**src/design/pwm_timer_defines.svh**
```systemverilog
`ifndef PWM_TIMER_DEFINES_SVH
`define PWM_TIMER_DEFINES_SVH

// register offsets (word index == byte address / 4)
`define OFS_CONTROL      8'h00
`define OFS_CONFIG       8'h04
`define OFS_RISE_COUNT   8'h08
`define OFS_FALL_COUNT   8'h0C
`define OFS_COUNTER      8'h10
`define OFS_STATUS       8'h14

// control register fields
`define CTL_START        0
`define CTL_STOP         1
`define CTL_REPEAT       2
`define CTL_MODE_LO      3
`define CTL_MODE_HI      4
`define CTL_WIDE         5

// config register fields
`define CFG_OUT_EN       0
`define CFG_OUT_INV      1
`define CFG_GATE_OFF     2
`define CFG_GATE_POL     3
`define CFG_CAP_INV      4
`define CFG_BOTH_EDGES   5
`define CFG_RISE_IE      6
`define CFG_PERIOD_IE    7
`define CFG_PRE_LO       8
`define CFG_PRE_HI       12

// status register fields
`define STS_RUNNING      0
`define STS_OUTPUT       1
`define STS_RISE_FLAG    2
`define STS_PERIOD_FLAG  3
`define STS_CAPTURE      4

// reset values and sizes
`define CONFIG_RESET     16'h0004
`define PRESCALE_MAX     5'h10
`define COUNT_WIDTH      17

`endif

```
**src/design/pwm_timer_pkg.sv**
```systemverilog
package pwm_timer_pkg;

	// operating mode, selected by software
	typedef enum logic [1:0]
	{
		MODE_TIMER   = 2'h0,
		MODE_PWM     = 2'h1,
		MODE_CAPTURE = 2'h2,
		MODE_COUNTER = 2'h3
	} mode_t;

	// run state of the counter, one-hot
	typedef enum logic [2:0]
	{
		ST_IDLE = 3'h1,
		ST_LOW  = 3'h2,
		ST_HIGH = 3'h4
	} run_state_t;

endpackage

```
**src/design/tick_if.sv**
```systemverilog
`timescale 1ns/1ps
// tick source to counter core
interface tick_if;
	logic       tick;
	logic [4:0] prescale_index;
	logic       clear;

	modport source
	(
		input  prescale_index,
		input  clear,
		output tick
	);
	modport sink
	(
		output prescale_index,
		output clear,
		input  tick
	);
endinterface

```
**src/design/prescaler.sv**
```systemverilog
`timescale 1ns/1ps
`include "pwm_timer_defines.svh"

// divides the peripheral clock by two to the prescale index
module prescaler
(
	input  wire logic i_clock,
	input  wire logic i_reset,
	tick_if.source    ticks
);
	logic [15:0] div_count;
	logic [15:0] next_div_count;
	logic [15:0] div_mask;
	logic [4:0]  index;

	// index above the top value is held at the top
	always_comb
	begin
		index = (ticks.prescale_index > `PRESCALE_MAX) ?
			`PRESCALE_MAX : ticks.prescale_index;
		div_mask = 16'h0000;
		if (index != 5'h00)
		begin
			div_mask = 16'(17'h1_FFFF >> (5'h11 - index));
		end
		next_div_count = (ticks.clear || div_count == div_mask) ?
			16'h0000 : div_count + 16'h0001;
		// index 16 needs 65536 cycles: the mask is all ones
		ticks.tick = !ticks.clear && (div_count == div_mask);
	end

	always_ff @(posedge i_clock)
	begin
		if (i_reset)
			div_count <= 16'h0000;
		else
			div_count <= next_div_count;
	end
endmodule

```
**src/design/pwm_timer_counter.sv**
```systemverilog
// Operation
// - timer mode counts internal prescaled clock ticks
// - gating input exists on instance zero only
// - gating_off true ignores the gate input
// - pwm mode drives waveform when output enabled
// - output_invert inverts the pwm output
// - capture samples input each tick, instance zero
// - capture_invert inverts capture input before use
// - counter mode counts external input transitions
// - count_both_edges counts both edges, else rising
// - single shot: low, high at rise, low at fall
// - rise irq on rise, period irq on fall
// - single counter: rise irq, period irq, stop
// - repeat mode restarts cycle until stopped
// - repeat counter restarts from zero at fall
// - counter value readable at any time
// - counter mode only on instance zero
// - compare values 16 bits, 17 when wide
// - tick is clock over two to prescale index
// - gate polarity picks high gate with inversion
//
// Design decisions made here: the address map and the plain strobed port.
`timescale 1ns/1ps
`include "pwm_timer_defines.svh"

module pwm_timer_counter
#(
	parameter int INSTANCE = 0
)
(
	input  wire logic        i_clock,
	input  wire logic        i_reset,
	input  wire logic [7:0]  i_address,
	input  wire logic [31:0] i_write_data,
	input  wire logic        i_write,
	input  wire logic        i_read,
	output logic      [31:0] o_read_data,
	input  wire logic        i_gate,
	input  wire logic        i_capture_input,
	input  wire logic        i_count_input,
	output logic             o_pwm_out,
	output logic             o_pwm_out_enable_n,
	output logic             o_rise_event_irq,
	output logic             o_period_end_irq
);
	localparam bit HAS_INPUTS = (INSTANCE == 0);

	// =========================================================
	// pin synchronisers
	// =========================================================
	logic [1:0] gate_sync;
	logic [1:0] cap_sync;
	logic [1:0] cnt_sync;
	logic       cnt_prev;
	logic       cap_prev;
	logic       capture_level;

	// two stages each; edge logic reads only the second stage
	always_ff @(posedge i_clock)
	begin
		if (i_reset)
		begin
			gate_sync <= 2'h0;
			cap_sync  <= 2'h0;
			cnt_sync  <= 2'h0;
			cnt_prev  <= 1'b0;
			cap_prev  <= 1'b0;
		end
		else
		begin
			gate_sync <= {gate_sync[0], i_gate};
			cap_sync  <= {cap_sync[0], i_capture_input};
			cnt_sync  <= {cnt_sync[0], i_count_input};
			cnt_prev  <= cnt_sync[1];
			cap_prev  <= capture_level;
		end
	end

	// =========================================================
	// software registers
	// =========================================================
	pwm_timer_pkg::mode_t mode;
	logic        repeat_mode;
	logic        wide;
	logic [15:0] config_reg;
	logic [16:0] rise_value;
	logic [16:0] fall_value;
	logic [16:0] count;
	logic [16:0] cap_rise;
	logic [16:0] cap_fall;
	logic        rise_flag;
	logic        period_flag;
	logic        output_level;
	logic [31:0] read_data;
	pwm_timer_pkg::run_state_t state;

	logic output_enable;
	logic output_invert;
	logic gating_off;
	logic gate_polarity_invert;
	logic capture_invert;
	logic count_both_edges;
	logic start_pulse;
	logic stop_pulse;
	logic [16:0] cmp_mask;

	// field unpacking of the config word
	always_comb
	begin
		output_enable        = config_reg[`CFG_OUT_EN];
		output_invert        = config_reg[`CFG_OUT_INV];
		gating_off           = config_reg[`CFG_GATE_OFF];
		gate_polarity_invert = config_reg[`CFG_GATE_POL];
		capture_invert       = config_reg[`CFG_CAP_INV];
		count_both_edges     = config_reg[`CFG_BOTH_EDGES];
		start_pulse = i_write && i_address == `OFS_CONTROL
			&& i_write_data[`CTL_START];
		stop_pulse  = i_write && i_address == `OFS_CONTROL
			&& i_write_data[`CTL_STOP];
		// narrow compare range unless wide mode chosen
		cmp_mask = wide ? 17'h1_FFFF : 17'h0_FFFF;
	end

	// =========================================================
	// tick generation and input conditioning
	// =========================================================
	tick_if ticks ();
	logic gated;
	logic count_edge;
	logic advance;

	prescaler u_prescaler
	(
		.i_clock (i_clock),
		.i_reset (i_reset),
		.ticks   (ticks)
	);

	// prescaler restarts with each start so the first tick is aligned
	always_comb
	begin
		ticks.prescale_index = config_reg[`CFG_PRE_HI:`CFG_PRE_LO];
		ticks.clear = start_pulse;
		capture_level = HAS_INPUTS &&
			(cap_sync[1] ^ capture_invert);
		// gate high with inversion, or gate low without
		gated = HAS_INPUTS && !gating_off &&
			(gate_polarity_invert ? gate_sync[1]
				: !gate_sync[1]);
		count_edge = (cnt_sync[1] && !cnt_prev) ||
			(count_both_edges && !cnt_sync[1] && cnt_prev);
		// counter mode tracks pin edges, others prescaled ticks
		if (mode == pwm_timer_pkg::MODE_COUNTER)
			advance = HAS_INPUTS && count_edge;
		else
			advance = ticks.tick && !gated;
	end

	// =========================================================
	// counter state machine
	// =========================================================
	pwm_timer_pkg::run_state_t next_state;
	logic [16:0] next_count;
	logic [16:0] count_inc;
	logic        next_output_level;
	logic        rise_hit;
	logic        fall_hit;
	logic [16:0] next_cap_rise;
	logic [16:0] next_cap_fall;

	always_comb
	begin
		next_state = state;
		next_count = count;
		next_output_level = output_level;
		next_cap_rise = cap_rise;
		next_cap_fall = cap_fall;
		count_inc = (count + 17'h0_0001) & cmp_mask;
		rise_hit = 1'b0;
		fall_hit = 1'b0;
		case (state)
			pwm_timer_pkg::ST_IDLE:
			begin
				if (start_pulse)
				begin
					next_state = pwm_timer_pkg::ST_LOW;
					next_count = 17'h0_0000;
					next_output_level = 1'b0;
				end
			end
			pwm_timer_pkg::ST_LOW, pwm_timer_pkg::ST_HIGH:
			begin
				if (advance)
				begin
					next_count = count_inc;
					// capture holds tick stamps of input edges
					if (capture_level && !cap_prev)
						next_cap_rise = count;
					if (!capture_level && cap_prev)
						next_cap_fall = count;
					if (state == pwm_timer_pkg::ST_LOW
						&& count_inc == (rise_value & cmp_mask))
					begin
						rise_hit = 1'b1;
						next_state = pwm_timer_pkg::ST_HIGH;
						next_output_level = 1'b1;
					end
					if (count_inc == (fall_value & cmp_mask))
					begin
						fall_hit = 1'b1;
						next_output_level = 1'b0;
						next_count = 17'h0_0000;
						if (repeat_mode)
							next_state = pwm_timer_pkg::ST_LOW;
						else
							next_state = pwm_timer_pkg::ST_IDLE;
					end
				end
				if (stop_pulse)
				begin
					next_state = pwm_timer_pkg::ST_IDLE;
					next_output_level = 1'b0;
				end
			end
			default:
			begin
				next_state = pwm_timer_pkg::ST_IDLE;
			end
		endcase
	end

	always_ff @(posedge i_clock)
	begin
		if (i_reset)
		begin
			state        <= pwm_timer_pkg::ST_IDLE;
			count        <= 17'h0_0000;
			output_level <= 1'b0;
			cap_rise     <= 17'h0_0000;
			cap_fall     <= 17'h0_0000;
		end
		else
		begin
			state        <= next_state;
			count        <= next_count;
			output_level <= next_output_level;
			cap_rise     <= next_cap_rise;
			cap_fall     <= next_cap_fall;
		end
	end

	// =========================================================
	// register writes, flags and read port
	// =========================================================
	logic [15:0] next_config;
	logic [16:0] next_rise_value;
	logic [16:0] next_fall_value;
	pwm_timer_pkg::mode_t next_mode;
	logic        next_repeat;
	logic        next_wide;
	logic        next_rise_flag;
	logic        next_period_flag;
	logic [31:0] next_read_data;

	// writes to config are taken at any time; software orders them
	always_comb
	begin
		next_config = config_reg;
		next_rise_value = rise_value;
		next_fall_value = fall_value;
		next_mode = mode;
		next_repeat = repeat_mode;
		next_wide = wide;
		next_read_data = 32'h0000_0000;
		if (i_write && i_address == `OFS_CONFIG)
			next_config = i_write_data[15:0];
		if (i_write && i_address == `OFS_RISE_COUNT)
			next_rise_value = i_write_data[16:0];
		if (i_write && i_address == `OFS_FALL_COUNT)
			next_fall_value = i_write_data[16:0];
		if (start_pulse)
		begin
			next_repeat = i_write_data[`CTL_REPEAT];
			next_wide = i_write_data[`CTL_WIDE];
			next_mode = pwm_timer_pkg::mode_t'(
				i_write_data[`CTL_MODE_HI:`CTL_MODE_LO]);
			// modes needing pins fall back to timer elsewhere
			if (!HAS_INPUTS && next_mode[1])
				next_mode = pwm_timer_pkg::MODE_TIMER;
		end
		// flags are write-one-to-clear; a new event wins
		next_rise_flag = (rise_flag && !(i_write
			&& i_address == `OFS_STATUS
			&& i_write_data[`STS_RISE_FLAG]))
			|| (rise_hit && config_reg[`CFG_RISE_IE]);
		next_period_flag = (period_flag && !(i_write
			&& i_address == `OFS_STATUS
			&& i_write_data[`STS_PERIOD_FLAG]))
			|| (fall_hit && config_reg[`CFG_PERIOD_IE]);
		if (i_read)
		begin
			case (i_address)
				`OFS_CONTROL:    next_read_data = {26'h0, wide, mode,
					repeat_mode, 2'h0};
				`OFS_CONFIG:     next_read_data = {16'h0, config_reg};
				`OFS_RISE_COUNT: next_read_data = {15'h0, rise_value};
				`OFS_FALL_COUNT: next_read_data = {15'h0, fall_value};
				`OFS_COUNTER:    next_read_data = {15'h0, count};
				`OFS_STATUS:     next_read_data = {cap_fall[13:0],
					cap_rise[13:0], period_flag, rise_flag,
					output_level, state != pwm_timer_pkg::ST_IDLE};
				default:         next_read_data = 32'h0000_0000;
			endcase
		end
	end

	always_ff @(posedge i_clock)
	begin
		if (i_reset)
		begin
			config_reg  <= `CONFIG_RESET;
			rise_value  <= 17'h0_0000;
			fall_value  <= 17'h0_0000;
			mode        <= pwm_timer_pkg::MODE_TIMER;
			repeat_mode <= 1'b0;
			wide        <= 1'b0;
			rise_flag   <= 1'b0;
			period_flag <= 1'b0;
			read_data   <= 32'h0000_0000;
		end
		else
		begin
			config_reg  <= next_config;
			rise_value  <= next_rise_value;
			fall_value  <= next_fall_value;
			mode        <= next_mode;
			repeat_mode <= next_repeat;
			wide        <= next_wide;
			rise_flag   <= next_rise_flag;
			period_flag <= next_period_flag;
			read_data   <= next_read_data;
		end
	end

	// =========================================================
	// outputs
	// =========================================================
	// pin driven only in pwm mode with output enabled
	always_comb
	begin
		o_read_data = read_data;
		o_pwm_out = output_level ^ output_invert;
		o_pwm_out_enable_n = !(mode == pwm_timer_pkg::MODE_PWM
			&& output_enable);
		o_rise_event_irq = rise_flag;
		o_period_end_irq = period_flag;
	end
endmodule

```
**config.mk**
```make
export PLATFORM = sky130hd
export DESIGN_NAME = pwm_timer_counter
export DESIGN_NICKNAME = d
export VERILOG_FILES = /design/src/design/pwm_timer_pkg.sv /design/src/design/tick_if.sv /design/src/design/prescaler.sv /design/src/design/pwm_timer_counter.sv
export VERILOG_INCLUDE_DIRS = /design/src /design/src/design
export SDC_FILE = /design/constraint.sdc
export NUM_CORES = 1
export LEC_CHECK = 0
export ABC_AREA = 1
export ABC_CLOCK_PERIOD_IN_PS = 2850
export BUFFER_PORTS_ARGS = -buffer_cell sky130_fd_sc_hd__buf_2
export CORE_MARGIN = 2
export CORE_UTILIZATION = 40
export DETAILED_ROUTE_END_ITERATION = 8
export HOLD_SLACK_MARGIN = 0.05
export PLACE_DENSITY = 0.67
export SLEW_MARGIN = 20
export SYNTH_ARGS = -nofsm -noshare
export SYNTH_HDL_FRONTEND = slang
export SYNTH_SLANG_ARGS = --single-unit
```
**constraint.sdc**
```tcl
create_clock -name i_clock -period 2.85 [get_ports i_clock]
set_input_delay 0 -clock i_clock [delete_from_list [all_inputs] [get_ports i_clock]]
set_output_delay 0 -clock i_clock [all_outputs]
set_load 0.05 [all_outputs]
```
==> flow_summary.ini <==
[drt]
wl_um = 25500
wl_per_cell_um = 16.4
vias_per_cell = 5.34
vias = 8331
drt_pass1_iterations = 6
post-route-drc-count = 0
drtIter0Drc = 737
ant_nets = 0

[global_route]
antenna_found_initial = 0
grt_overflow = 0
grt_pass1_vias = 7601
grt_usage_pct = 23.2
grt_max_degree = 77
grt_pass1_wl_um = 39400

[sta]
max_freq_mhz = 360
slew-limit-headroom_pct = 27.2
slew_violations = 0
hold_violations = 0
max_slew.worst_pin.slew_ns = 1.08
period_share_pct = 97.6
rsz0062_at_grt = true
finClkSkew_ns = 0.0117
setup_tns_ns = 0
min_period_ns = 2.78
setup_violations = 0

[power]
vdd_drop_max_uv = 434
leakage_nw = 4.02
pwr-share-comb_pct = 20.8
power.total_mw = 5.83
power_density_nw_per_um2 = 582
p_int_mw = 4.05
power.share.clock_pct = 37.9
seq_power_share_pct = 41.3
p_sw_share_pct = 30.5
switching_power_mw = 1.78

[setup_path]
critical_path_buf_inv_count = 2
arrival_ns = 3.10
worstSetupEndpointType = register
crit_path_cell_trace = nor4_4 > o21ai_2 > ha_2 > inv_2 > nand3_2 > nand2_4 > nand3_2 > nand2_1 > nand2_1 > nor2_1 > nand2_1 > nor2_4 > nand3_2 > nand2_2 > nand2_4 > nand2_4 > nand2_8 > clkbuf_16 > o21ai_1 > a21oi_1
critPathKind = reg -> reg
rr_startpoint = config_reg[11]
worstPathRequired_ns = 3.17
start_kind = register
r2r_cells = 20
crit_fanout = 8
cp_slowest_cell = dfxtp_2
worst-path-stages = 20
critPathMaxStageDelay_ns = 0.33
path_delay_family = simple AND/OR/NAND/NOR gates
reg2reg_setup_slack_ns = 0.07
r2r_end = count[4]

[clocking]
numCtsBuffers = 17
cts.path.max_buffers = 2
htreeDepth = 4
cts_tree = done
clk_root_buffer_cell = clkbuf_16
clk_latency_ns = 0.43
clk_pin_slew_ns = 0.07
cts.sink_count = 161

[die]
dieWidth_um = 146
initial_core_util_pct = 41.1
dieHeight_um = 146
num_io_pins = 83
num_rows = 51
die_area_um2 = 21300
coreArea_um2 = 19700

[synthesis]
synth-edff-count = 0
synth_top_cell_area_share_pct = 39.9
ys_ff_latch = 161
syn_nets = 1219
netlist_instances = 1167
synth_ff_type = dfxtp_1
synth_largest_area_cell = dfxtp_1
synth_cell_types = 45
yosysWarnings = 0
yosys-top-cells-area = dfxtp_1, nand2_1, a21oi_1
seq_area_frac_synth_pct = 39.9
synth-async-reset-ratio_pct = 0
syn-cell-area_um2 = 8070
syn_area_per_cell_um2 = 6.92

[status]
status = completed

[cells_and_area]
fin_util_pct = 51.0
fin_area_um2 = 10000
antennaDiodeCount = 0
drive_above_1_share_pct = 17.9
final_common_cell = nand2_1
area_growth_pct = 24.1
largest_reg_flops = 32
instances_no_fill = 1561
layout.nets = 1335
final_cell_mix = nand2_1, dfxtp_1, inv_1

[placed_design]
dp_cells = 1498
routabilityCongestion = 0.967
place_area_um2 = 8820
numPortBuffers = 67
dpl.hpwl_um = 18100

[min_path]
whs_path_depth = 4
hold-path-endpoint = o_read_data[3]
hold_path_class = in -> reg
min_from = i_read

[flow_run]
drv_cap = 0
-- final cells by class --
type                    count  area (um^2)
inverters                 159          619
well taps                 265          332
repair buffers            139         1000
flip-flops and latches    161         3230
multi-input cells         805         4270
clock buffers              20          457
fillers                  2023         9630
clock inverters            12          110
-- repair_timing --
action / CTS / global route
setup buffers: 0 / 2
cloned: 0 / 4
endpoints found under the hold margin: 69 / 0
setup endpoints to repair: 43 / 67
pin swaps: 0 / 24
resized for setup: 3 / 77
hold buffers: 25 / 0
-- per-stage QoR --
stage | worst slack (ns) | hold WS, ns
after floorplan | 0.244 | 0.107
after global placement | 0.00841 | 0.201
after detailed placement | -0.0563 | 0.212
after CTS | 0.0213 | 0.147
after global routing | -0.129 | 0.179
final | 0.0684 | 0.152
-- per-layer routing --
layer	up-vias	wire, um	GRT usage, %
met5	-	0	0
met4	0	839	9.13
met3	63	1820	4.28
met2	322	11600	37.2
met1	3856	11200	31.2
li1	4090	-	-
-- worst reg2reg max path, stage by stage, from the launching register on --
cell and delay, ns:
dfxtp_2 0.33, nor4_4 0.28, o21ai_2 0.13, ha_2 0.23, inv_2 0.07, nand3_2 0.09
nand2_4 0.13, nand3_2 0.09, nand2_1 0.07, nand2_1 0.05, nor2_1 0.11, nand2_1 0.10
nor2_4 0.15, nand3_2 0.09, nand2_2 0.09, nand2_4 0.10, nand2_4 0.12, nand2_8 0.08
clkbuf_16 0.19, o21ai_1 0.12, a21oi_1 0.05
-- how the worst max path moves through the flow --
stage | startpoint | endpoint | slack (ns)
after floorplan | config_reg[11] | count[0] | 0.24
after global placement | config_reg[8] | cap_rise[11] | 0.008
after detailed placement | config_reg[8] | count[0] | -0.06
after CTS | config_reg[8] | cap_rise[2] | 0.02
after global routing | config_reg[11] | cap_rise[11] | -0.13
final | config_reg[11] | count[4] | 0.07
-- kinds of logic (layout without fill, tap and decap cells) --
logic type | after synthesis | in the layout | synth area share, %
flip-flops | 161 | 161 | 39.9
AO/OA/AOI/OAI | 268 | 268 | 18.2
adder cells (fa/ha/maj) | 5 | 5 | 0.775
buffers and inverters | 202 | 330 | 10.5
XOR/XNOR | 10 | 10 | 1.61
AND/OR/NAND/NOR | 521 | 522 | 29.0
-- power groups by stage --
stage | sequential (mW) | clock, mW | combinational, mW
finish | 2.41 | 2.21 | 1.21
floorplan | 2.42 | 0 | 0.659
global route | 2.41 | 2.33 | 1.32
detailed placement | 2.45 | 0 | 0.892
global placement | 2.45 | 0 | 0.878
CTS | 2.40 | 2.24 | 0.923
-- Yosys cell counts, drive strengths merged (4+ instances only) --
master,count
a21oi,116
a221oi,13
a22oi,5
a31oi,5
buf,14
clkbuf,29
dfxtp,161
ha,5
inv,157
nand2,228
nand3,93
nand3b,4
nand4,20
nor2,138
nor3,24
nor3b,8
nor4,4
o21ai,108
o22ai,15
xor2,6
No activity file was read; power rests on OpenSTA's default activity.
